$ cat config.mk
export PLATFORM = sky130hd
export DESIGN_NAME = ddc_serial_link_transmit
export DESIGN_NICKNAME = d
export VERILOG_FILES = /design/src/core/sample_fifo.v /design/src/core/ddc_serial_link_transmit.v
export VERILOG_INCLUDE_DIRS = /design/src /design/src/core
export SDC_FILE = /design/constraint.sdc
export NUM_CORES = 1
export LEC_CHECK = 0
export ABC_AREA = 1
export ABC_CLOCK_PERIOD_IN_PS = 5500
export BUFFER_PORTS_ARGS = -buffer_cell sky130_fd_sc_hd__buf_2
export CELL_PAD_IN_SITES_DETAIL_PLACEMENT = 1
export CELL_PAD_IN_SITES_GLOBAL_PLACEMENT = 2
export CORE_ASPECT_RATIO = 1.4
export CORE_MARGIN = 2
export CORE_UTILIZATION = 36
export CTS_BUF_LIST = sky130_fd_sc_hd__clkbuf_4
export CTS_CLUSTER_SIZE = 28
export DETAILED_ROUTE_END_ITERATION = 8
export PLACE_DENSITY = 0.74
export RECOVER_POWER = 50
export SETUP_SLACK_MARGIN = 0.1
export SKIP_CTS_REPAIR_TIMING = 1
export SLEW_MARGIN = 40
export SYNTH_ARGS = -nofsm -noshare
export SYNTH_HDL_FRONTEND = slang
export SYNTH_HIERARCHICAL = 1
export SYNTH_SLANG_ARGS = --single-unit
$ cat constraint.sdc
create_clock -name clk -period 5.5 [get_ports clk]
set_input_delay 0 -clock clk [delete_from_list [all_inputs] [get_ports clk]]
set_output_delay 0 -clock clk [all_outputs]
set_load 0.02 [all_outputs]
$ cat src/core/ddc_link_defs.vh
// constants for the down-converter link transmit block
`ifndef DDC_LINK_DEFS_VH
`define DDC_LINK_DEFS_VH
`define DEC_BYPASS 3'h0
`define DEC_BY4 3'h1
`define DEC_BY8 3'h2
`define DEC_BY16 3'h3
`define DEC_BY32 3'h4
`define LOG2_BY4 3'h2
`define LOG2_BY32 3'h5
`define MAX_LANES 5'h10
`define LANE_CNT_W 5
`define CODE_8B10B 1'b0
`define CODE_64B66B 1'b1
`define ILAS_MULTIFRAMES 3'h4
`define SAMPLE_W 16
`define FIFO_DEPTH 8
`define K28_5 8'hBC
`define K28_0 8'h1C
`define K28_3 8'h7C
`define SH_DATA 2'h1
`define SCR_SEED 15'h7FFF
`endif

$ cat src/core/sample_fifo.v
// parameterised valid/ready FIFO for the sample path
`timescale 1ns/100ps
module sample_fifo #(
  parameter WIDTH = 16,
  parameter DEPTH = 8,
  parameter AW = 3
) (
  input wire clk,
  input wire nrst,
  input wire inValid,
  output wire inReady,
  input wire [WIDTH-1:0] inData,
  output wire outValid,
  input wire outReady,
  output wire [WIDTH-1:0] outData
);
  reg [WIDTH-1:0] mem [0:DEPTH-1];
  reg [AW-1:0] wrPtr;
  reg [AW-1:0] rdPtr;
  reg [AW:0] count;
  wire doWr;
  wire doRd;
  assign inReady = (count != DEPTH[AW:0]);
  assign outValid = (count != {(AW+1){1'b0}});
  assign doWr = inValid && inReady;
  assign doRd = outValid && outReady;
  assign outData = mem[rdPtr];
  always @(posedge clk) begin
    if (doWr) begin
      mem[wrPtr] <= inData;
    end
  end
  always @(posedge clk) begin
    if (!nrst) begin
      wrPtr <= {AW{1'b0}};
      rdPtr <= {AW{1'b0}};
      count <= {(AW+1){1'b0}};
    end else begin
      if (doWr) begin
        wrPtr <= (wrPtr == DEPTH[AW-1:0] - 1'b1) ? {AW{1'b0}} : wrPtr + 1'b1;
      end
      if (doRd) begin
        rdPtr <= (rdPtr == DEPTH[AW-1:0] - 1'b1) ? {AW{1'b0}} : rdPtr + 1'b1;
      end
      case ({doWr, doRd})
        2'b10: count <= count + 1'b1;
        2'b01: count <= count - 1'b1;
        default: count <= count;
      endcase
    end
  end
endmodule

$ cat src/core/ddc_serial_link_transmit.v
// down-converter decimation/boost and serial link framing, transmit side
// Contract
// decimation chosen only by link mode select
// bypass real samples, decimated ones complex
// boost one gives 6.02 dB chain gain
// boost zero gives unity chain gain
// host enables boost only when image filtered
// output spread over up to sixteen lanes
// lanes support 8B/10B and 64B/66B coding
// 64B/66B block sync uses sync header
// receiver drives handshake low to start sync
// 64B/66B ignores handshake except oscillator sync
// all logic runs from device clock
// reference event resets multiframe/multiblock counter
// forward error correction in 64B/66B coding
// no 64B/80B, command channel or CRC3
// subclass 1 transmitter, no subclass 2
// alignment within one link only
// physical handshake pin in 8B/10B coding
// handshake timing compatible with older revisions
// commas on all lanes while handshake low
// after rise, wait edge, send four-multiframe alignment
// scrambling optional 8B/10B, forced in 64B/66B
`timescale 1ns/100ps
`include "ddc_link_defs.vh"
module ddc_serial_link_transmit (
  input wire clk,
  input wire nrst,
  input wire [2:0] linkModeSelect,
  input wire lineCode,
  input wire gainBoost,
  input wire scrambleEnable,
  input wire fecEnable,
  input wire ncoSyncOnHandshake,
  input wire [`LANE_CNT_W-1:0] laneCount,
  input wire [7:0] framesPerMultiframe,
  input wire handshakeN,
  input wire sysref,
  input wire sampleValid,
  output wire sampleReady,
  input wire [`SAMPLE_W-1:0] sampleData,
  output reg [`SAMPLE_W-1:0] laneData,
  output reg [1:0] laneSyncHeader,
  output reg laneIsControl,
  output reg [`LANE_CNT_W-1:0] laneIndex,
  output reg laneValid,
  output reg sampleComplex,
  output reg ncoSync,
  output reg fecActive,
  output reg linkUp
);
  localparam ST_CGS = 2'h0;
  localparam ST_WAIT = 2'h1;
  localparam ST_ILAS = 2'h2;
  localparam ST_DATA = 2'h3;
  reg [1:0] state;
  reg [1:0] next_state;
  reg syncMeta;
  reg syncPin;
  reg syncLast;
  reg refMeta;
  reg refPin;
  reg refLast;
  reg [7:0] frameCnt;
  reg [2:0] ilasCnt;
  reg [2:0] decSel;
  reg [2:0] decPhase;
  reg [14:0] lfsr;
  wire refEdge;
  wire mfEdge;
  wire fifoValid;
  wire [`SAMPLE_W-1:0] fifoData;
  wire fifoTake;
  wire [`SAMPLE_W-1:0] gained;
  wire scrOn;
  wire [2:0] decLog;
  // log2 of the decimation factor from a selector code
  function [2:0] dec_log2;
    input [2:0] sel;
    begin
      case (sel)
        `DEC_BY4: dec_log2 = `LOG2_BY4;
        `DEC_BY8: dec_log2 = 3'h3;
        `DEC_BY16: dec_log2 = 3'h4;
        `DEC_BY32: dec_log2 = `LOG2_BY32;
        default: dec_log2 = 3'h0;
      endcase
    end
  endfunction
  // saturating double for the boosted path
  function [`SAMPLE_W-1:0] sat_double;
    input [`SAMPLE_W-1:0] v;
    begin
      if (v[15] != v[14]) begin
        sat_double = v[15] ? 16'h8000 : 16'h7FFF;
      end else begin
        sat_double = {v[14:0], 1'b0};
      end
    end
  endfunction
  // pin inputs pass two flops
  always @(posedge clk) begin
    if (!nrst) begin
      syncMeta <= 1'b1;
      syncPin <= 1'b1;
      syncLast <= 1'b1;
      refMeta <= 1'b0;
      refPin <= 1'b0;
      refLast <= 1'b0;
    end else begin
      syncMeta <= handshakeN;
      syncPin <= syncMeta;
      syncLast <= syncPin;
      refMeta <= sysref;
      refPin <= refMeta;
      refLast <= refPin;
    end
  end
  assign refEdge = refPin && !refLast;
  // multiframe / extended multiblock counter on device clock
  always @(posedge clk) begin
    if (!nrst) begin
      frameCnt <= 8'h00;
    end else if (refEdge) begin
      frameCnt <= 8'h00;
    end else if (frameCnt == framesPerMultiframe) begin
      frameCnt <= 8'h00;
    end else begin
      frameCnt <= frameCnt + 8'h01;
    end
  end
  assign mfEdge = (frameCnt == 8'h00);
  // decimation selected only from mode select
  always @(posedge clk) begin
    if (!nrst) begin
      decSel <= `DEC_BYPASS;
      sampleComplex <= 1'b0;
      fecActive <= 1'b0;
      ncoSync <= 1'b0;
    end else begin
      decSel <= (linkModeSelect > `DEC_BY32) ? `DEC_BYPASS : linkModeSelect;
      sampleComplex <= (decSel != `DEC_BYPASS);
      fecActive <= (lineCode == `CODE_64B66B) && fecEnable;
      ncoSync <= (lineCode == `CODE_64B66B) && ncoSyncOnHandshake && !syncPin;
    end
  end
  assign decLog = dec_log2(decSel);
  assign gained = gainBoost ? sat_double(fifoData) : fifoData;
  assign scrOn = (lineCode == `CODE_64B66B) || scrambleEnable;
  // link state machine
  always @* begin
    next_state = state;
    case (state)
      ST_CGS: begin
        if (lineCode == `CODE_64B66B) begin
          next_state = ST_DATA;
        end else if (syncPin && !syncLast) begin
          next_state = ST_WAIT;
        end
      end
      ST_WAIT: begin
        if (!syncPin) begin
          next_state = ST_CGS;
        end else if (mfEdge) begin
          next_state = ST_ILAS;
        end
      end
      ST_ILAS: begin
        if (!syncPin) begin
          next_state = ST_CGS;
        end else if (mfEdge && ilasCnt == `ILAS_MULTIFRAMES - 3'h1) begin
          next_state = ST_DATA;
        end
      end
      ST_DATA: begin
        if (lineCode == `CODE_8B10B && !syncPin) begin
          next_state = ST_CGS;
        end
      end
      default: next_state = ST_CGS;
    endcase
  end
  always @(posedge clk) begin
    if (!nrst) begin
      state <= ST_CGS;
      ilasCnt <= 3'h0;
    end else begin
      state <= next_state;
      if (state != ST_ILAS) begin
        ilasCnt <= 3'h0;
      end else if (mfEdge) begin
        ilasCnt <= ilasCnt + 3'h1;
      end
    end
  end
  // decimation phase: one output sample per 2^(log-2) input samples, every sample in bypass
  assign fifoTake = fifoValid && (state == ST_DATA);
  always @(posedge clk) begin
    if (!nrst) begin
      decPhase <= 3'h0;
    end else if (fifoTake) begin
      decPhase <= decPhase + 3'h1;
    end
  end
  // lane output framing, lanes served round robin
  always @(posedge clk) begin
    if (!nrst) begin
      laneData <= 16'h0000;
      laneSyncHeader <= 2'h0;
      laneIsControl <= 1'b0;
      laneIndex <= {`LANE_CNT_W{1'b0}};
      laneValid <= 1'b0;
      linkUp <= 1'b0;
      lfsr <= `SCR_SEED;
    end else begin
      linkUp <= (state == ST_DATA);
      laneSyncHeader <= (lineCode == `CODE_64B66B) ? `SH_DATA : 2'h0;
      if (laneIndex >= laneCount - 1'b1 || laneIndex == `MAX_LANES - 1'b1) begin
        laneIndex <= {`LANE_CNT_W{1'b0}};
      end else begin
        laneIndex <= laneIndex + 1'b1;
      end
      case (state)
        ST_CGS, ST_WAIT: begin
          laneValid <= (lineCode == `CODE_8B10B);
          laneIsControl <= (lineCode == `CODE_8B10B);
          laneData <= {`K28_5, `K28_5};
        end
        ST_ILAS: begin
          laneValid <= 1'b1;
          laneIsControl <= mfEdge || frameCnt == framesPerMultiframe;
          if (mfEdge) begin
            laneData <= {`K28_0, 8'h00};
          end else if (frameCnt == framesPerMultiframe) begin
            laneData <= {8'h00, `K28_3};
          end else begin
            laneData <= {5'h00, ilasCnt, frameCnt}; // alignment data, never scrambled
          end
        end
        default: begin
          laneIsControl <= 1'b0;
          laneValid <= fifoTake && (decLog == 3'h0 || (decPhase & ((3'h1 << (decLog - 3'h2))
            - 3'h1)) == 3'h0);
          if (fifoTake) begin
            lfsr <= {lfsr[13:0], lfsr[14] ^ lfsr[13]};
            laneData <= scrOn ? (gained ^ {lfsr, lfsr[0]}) : gained;
          end
        end
      endcase
    end
  end
  sample_fifo #(
    .WIDTH(`SAMPLE_W),
    .DEPTH(`FIFO_DEPTH),
    .AW(3)
  ) u_fifo (
    .clk(clk),
    .nrst(nrst),
    .inValid(sampleValid),
    .inReady(sampleReady),
    .inData(sampleData),
    .outValid(fifoValid),
    .outReady(state == ST_DATA),
    .outData(fifoData)
  );
endmodule

After elaboration in Yosys (flattened, before gate mapping)
Memory sizes are Yosys's and may differ from the RTL's. A register that Yosys moved wholly into a read port is not among the register bits.
Index checks and enable logic that the tools add are counted.
{"block": "totals", "latchBits": 0, "ramBits": 128, "mem_count": 1, "inputBits": 42, "out_inout_bits": 30, "register_bits": 79, "rom_bits": 0}
{"name": "u_fifo.mem", "depth": 8, "word_bits": 16, "rd": 1, "rd_clocked_by_memory_dff": 1, "write_ports": 1, "line": "sample_fifo.v:17", "source": "reg [WIDTH-1:0] mem [0:DEPTH-1];"}
{"block": "classes", "magnitude_cmp": 2, "muxes": 27, "addsub": 11, "n_eq_ne": 21, "shifts": 1, "bitwise": 6, "n_reduce_logical": 33, "mul": 0, "div_mod_pow": 0}
{"cell": "$mux 16", "count": 5}
{"cell": "$pmux 16 s2", "count": 1}
{"cell": "$xor 16x16->16", "count": 1}
{"cell": "$mux 2", "count": 7}
{"cell": "$mux 13", "count": 1}
{"cell": "$add 3x1->3 const B", "count": 4}
{"cell": "$mux 3", "count": 4}
{"cell": "$pmux 3 s4", "count": 1}
{"cell": "$mux 11", "count": 1}
{"cell": "$logic_and 1x1->1", "count": 10}
{"cell": "$eq 3x2->1 const B", "count": 3}
{"cell": "$eq 3x3->1 const B", "count": 3}
{"cell": "$ne 3x3->1 const B", "count": 3}
{"cell": "$add 8x1->8 const B", "count": 1}
{"cell": "$eq 8x8->1", "count": 1}
{"cell": "$logic_not 8->1", "count": 1}
{"cell": "$pmux 2 s4", "count": 1}
{"cell": "$pmux 4 s2", "count": 1}
{"cell": "$reduce_or 2->1", "count": 4}
{"cell": "$eq 2x2->1 const B", "count": 3}
{"cell": "$logic_not 3->1", "count": 2}
{"cell": "$reduce_bool 3->1", "count": 2}
{"cell": "$reduce_or 3->1", "count": 2}
{"cell": "$add 5x1->5 const B", "count": 1}
{"cell": "other kinds (26)", "count": 38}

Depth between registers and ports, before layout
{"block": "logic_depth", "depth_word": 10, "depth_mapped": 20, "ltp_nobuf": 18}

Hierarchy
Netlist, hierarchy kept.
{"module": "sample_fifo", "seq_area_each_um2": 4103.9, "area_each_um2": 5685.5, "cells_each": 451, "n_inst": 1}
{"module": "ddc_serial_link_transmit", "seq_area_each_um2": 1361.3, "area_each_um2": 3716.1, "cells_each": 558, "n_inst": 1}

Least setup slack after synthesis
OpenSTA, ideal clock, no wires.
{"block": "synth_path", "path_type": "reg-to-reg", "from": "register with a tool-made name", "to": "register laneData[12]", "n_path_buf": 4, "arrival_ns": 2.266, "required_time_ns": 5.430, "stages_incl_launch_ff": 18, "path_slack_ns": 3.164, "setup_ns": 0.070, "period_less_slack_ns": 2.336, "cell_sequence": "dfxtp_1 > buf_6 > inv_4 > buf_6 > buf_6 > nor2_2 > o22ai_1 > nand2_1 > nand2_1 > inv_1 > ha_1 > inv_1 > buf_2 > nor2_1 > o21ai_0 > a21oi_1 > nand3b_1 > a21oi_1"}
{"element": "to (signal assigned)", "line": "ddc_serial_link_transmit.v:227", "source": "laneData <= {`K28_5, `K28_5};"}
{"element": "to (signal assigned)", "line": "ddc_serial_link_transmit.v:233", "source": "laneData <= {`K28_0, 8'h00};"}
{"element": "to (signal assigned)", "line": "ddc_serial_link_transmit.v:235", "source": "laneData <= {8'h00, `K28_3};"}
{"element": "to (decl)", "line": "ddc_serial_link_transmit.v:42", "source": "output reg [`SAMPLE_W-1:0] laneData,"}

Final worst setup path
{"block": "layout_path", "from": "input port nrst", "to": "register laneIndex[3]"}
{"block": "layout_between", "elab_chain_cells": 2}
{"element": "from (decl)", "line": "ddc_serial_link_transmit.v:28", "source": "input wire nrst,"}
{"element": "$not 1->1 (no source line)"}
{"element": "$reduce_or 2->1 (no source line)"}
{"element": "to (signal assigned)", "line": "ddc_serial_link_transmit.v:211", "source": "laneIndex <= {`LANE_CNT_W{1'b0}};"}
{"element": "to (signal assigned)", "line": "ddc_serial_link_transmit.v:219", "source": "laneIndex <= {`LANE_CNT_W{1'b0}};"}
{"element": "to (signal assigned)", "line": "ddc_serial_link_transmit.v:221", "source": "laneIndex <= laneIndex + 1'b1;"}
{"element": "to (decl)", "line": "ddc_serial_link_transmit.v:45", "source": "output reg [`LANE_CNT_W-1:0] laneIndex,"}
Every way passes these cells.
A chain may end at the register's enable or synchronous reset.

==> run metrics <==
# setup viols final 0; maximum clock frequency 281 MHz; worst slew margin relative to its limit -30.8%; sequential share of the synthesized area 58.1%; average via count per standard cell 4.89; row cnt 70; Worst-Skew Late Latency 0.70 ns; DR DRC count 0; sort of element at the end of the critical path flop; number of clock sinks seen by CTS 209; clock input transition at the sequential cells of the worst setup and hold paths 0.06 ns; Post-Place Worst Slack 2.00 ns; initial core utilization 36.3%; number of antenna violations at the first check in global routing 1; die boundary height 195 µm; TritonCTS clock tree built; required time of the critical path 6.10 ns; routed vias 7392; RSZ-0062 raised after global routing no; Power per Cell Area 413 nW/µm²; post-detailed-route wirelength per cell 16.1 µm; Cell Area, Placed 10000 µm²; number of placed instances, taps included 1375; maximum resistive drop on vdd 0.202 mV; flops & latches, synth 209; total I/O pin count 72; CP Max Fanout 40; post-route setup slack 1.94 ns; number of buffers added by the clock tree synthesis step 53; average size of a mapped cell 9.32 µm²; Hold Violations, Final 0; Final Wtd Congestion 0.737; failing checks max-capacitance violations, max-slew violations; count of input and output buffers 70; worst-case hold slack 0.0450 ns; most frequent cells in the layout sky130_fd_sc_hd__nand2_1 (191), sky130_fd_sc_hd__nor2_1 (148), sky130_fd_sc_hd__edfxtp_1 (128), sky130_fd_sc_hd__o21ai_0 (94), sky130_fd_sc_hd__inv_1 (90); total nets after synthesis 1077; actual slew at the worst max-slew pin 1.96 ns; accumulated negative setup slack 0 ns; distinct cell type count of the synthesized netlist 39; Startpoint Class input port; count of nets after finishing 1211; static power due to leakage 0.00461 µW; maximum number of pins on one net before global-route repair 49; count of placed standard cells in the final layout, fillers left out 1513; via count of the first global-routing pass 7638; data arrival time of the critical path 4.16 ns; Total Routed Length 24300 µm; cell at the root of the clock tree sky130_fd_sc_hd__clkbuf_4; GR Util All Layers 17.8%; global-route wire length before repair 38600 µm; Die ar. 27400 µm²; synthesized instance count 1009; final max-slew violation count 41; leading cell type in the layout, fill and taps excluded sky130_fd_sc_hd__nand2_1; post-route ant nets 0; P&R area growth vs syn 17.6%; count of warnings emitted by yosys 6; reported max-cap violation count 1; worst min path class input port to flop; status finished with violations; final-layout fill cell count 3049; critical path class input port to flop; router iterations before antenna repair 4; skew final 0.0496 ns; clock tree buffer depth 3; CTS H-Tree Depth 2; residual overflow from global routing 0; post-synthesis instance area 9400 µm²; placeable core region 25900 µm²; Die Width 141 µm; fin area 11100 µm²; final worst-path cycle share 64.7%; layout cell share with drive strength beyond 1 12.2%; detailed placement HPWL 16200 µm; number of DRC violations after detailed-routing iteration 0 208; final critical path time including I/O delays and setup 3.56 ns
==> area by class of cell <==
cell class | instances | area [µm²] | share of cell area [%]
diodes | 1 | 2.50 | 0.0226
clock buffers | 83 | 623 | 5.64
clock inverters | 17 | 103 | 0.928
inverters | 95 | 359 | 3.25
multi-input cells | 664 | 3340 | 30.2
flip-flops and latches | 209 | 5470 | 49.5
well taps | 324 | 405 | 3.67
repair buffers | 120 | 756 | 6.84
==> registers in the layout, summed over array words and instances, names as in the netlist, 4 cells and up, named ones only <==
name          count
frameCnt          8
laneData         16
laneIndex         5
lfsr             15
u_fifo/count      4
u_fifo/mem      128
==> through the flow <==
step	total power [µW]	utilization [%]
CTS	4670	41.5
detailed placement	3260	38.7
floorplan	2870	-
global placement	3240	38.7
finish	4570	42.6
global route	4930	42.6
==> path summary, 6_finish.rpt <==
kind	from	slack (ns)	end	depth (start not counted)
worst max register to register	flop	2.03	laneData[10]$_SDFFE_PN0P_	15
worst max-delay path	nrst	1.94	laneIndex[3]$_SDFF_PP0_	7
worst min-delay path	laneCount[4]	0.04	laneIndex[1]$_SDFF_PP0_	7
worst min register to register	syncMeta$_SDFF_PN1_	0.44	syncPin$_SDFF_PN1_	1
==> kinds of logic (layout without fill, tap and decap cells) <==
family | Yosys count | in the layout | synth area share, %
AO/OA/AOI/OAI | 185 | 185 | 10.6
buffers and inverters | 136 | 315 | 6.29
XOR/XNOR | 13 | 13 | 1.21
AND/OR/NAND/NOR | 423 | 423 | 18.5
other | 1 | 2 | 0.0399
adder cells (fa/ha/maj) | 26 | 26 | 3.46
multiplexers | 16 | 16 | 1.70
flip-flops | 209 | 209 | 58.1
==> synthesized netlist by cell type <==
cell type / number / area (µm²)
sky130_fd_sc_hd__a21oi_1: 35 / 175
sky130_fd_sc_hd__a21oi_4: 1 / 16.3
sky130_fd_sc_hd__a31oi_1: 2 / 12.5
sky130_fd_sc_hd__and3_1: 3 / 18.8
sky130_fd_sc_hd__buf_1: 2 / 7.51
sky130_fd_sc_hd__buf_2: 16 / 80.1
sky130_fd_sc_hd__buf_4: 3 / 22.5
sky130_fd_sc_hd__buf_6: 6 / 67.6
sky130_fd_sc_hd__clkbuf_1: 12 / 45.0
sky130_fd_sc_hd__clkbuf_2: 2 / 10.0
sky130_fd_sc_hd__conb_1: 1 / 3.75
sky130_fd_sc_hd__dfxtp_1: 81 / 1620
sky130_fd_sc_hd__edfxtp_1: 128 / 3840
sky130_fd_sc_hd__ha_1: 26 / 325
sky130_fd_sc_hd__inv_1: 91 / 342
sky130_fd_sc_hd__inv_2: 3 / 11.3
sky130_fd_sc_hd__inv_4: 1 / 6.26
sky130_fd_sc_hd__mux2i_1: 16 / 160
sky130_fd_sc_hd__nand2_1: 191 / 717
sky130_fd_sc_hd__nand2_2: 2 / 12.5
sky130_fd_sc_hd__nand3_1: 55 / 275
sky130_fd_sc_hd__nand3_2: 2 / 20.0
sky130_fd_sc_hd__nand3b_1: 3 / 22.5
sky130_fd_sc_hd__nand4_1: 1 / 6.26
sky130_fd_sc_hd__nor2_1: 147 / 552
sky130_fd_sc_hd__nor2_2: 5 / 31.3
sky130_fd_sc_hd__nor2_4: 1 / 11.3
sky130_fd_sc_hd__nor3_1: 7 / 35.0
sky130_fd_sc_hd__nor3b_1: 2 / 15.0
sky130_fd_sc_hd__o211a_1: 1 / 10.0
sky130_fd_sc_hd__o211ai_1: 11 / 82.6
sky130_fd_sc_hd__o21a_1: 1 / 7.51
sky130_fd_sc_hd__o21ai_0: 94 / 470
sky130_fd_sc_hd__o21ai_1: 22 / 110
sky130_fd_sc_hd__o21bai_1: 2 / 15.0
sky130_fd_sc_hd__o22ai_1: 16 / 100
sky130_fd_sc_hd__or2_2: 4 / 25.0
sky130_fd_sc_hd__xnor2_1: 10 / 87.6
sky130_fd_sc_hd__xor2_1: 3 / 26.3
==> critical path, stage by stage <==
cell and delay [ns]:
sky130_fd_sc_hd__dlygate4sd3_1 0.53, sky130_fd_sc_hd__buf_2 0.10, sky130_fd_sc_hd__clkbuf_1 1.40, sky130_fd_sc_hd__clkinv_1 1.29, sky130_fd_sc_hd__nor3_1 0.38, sky130_fd_sc_hd__o21ai_0 0.29
sky130_fd_sc_hd__nor2_1 0.16
==> routing by layer <==
layer	wire length, µm	part of all wire [%]	track usage [%]	vias up
li1	-	-	-	3690
met3	843	3.5	3.51	47
met4	602	2.5	7.41	0
met2	12800	53	33.6	128
met5	0	0	0	-
met1	10100	41	19.3	3527
==> power by group <==
group | switching, µW | internal (µW) | total, µW
clock | 627 | 736 | 1360
sequential | 134 | 1840 | 1980
combinational | 836 | 393 | 1230
(Power assumes the default switching activity.)
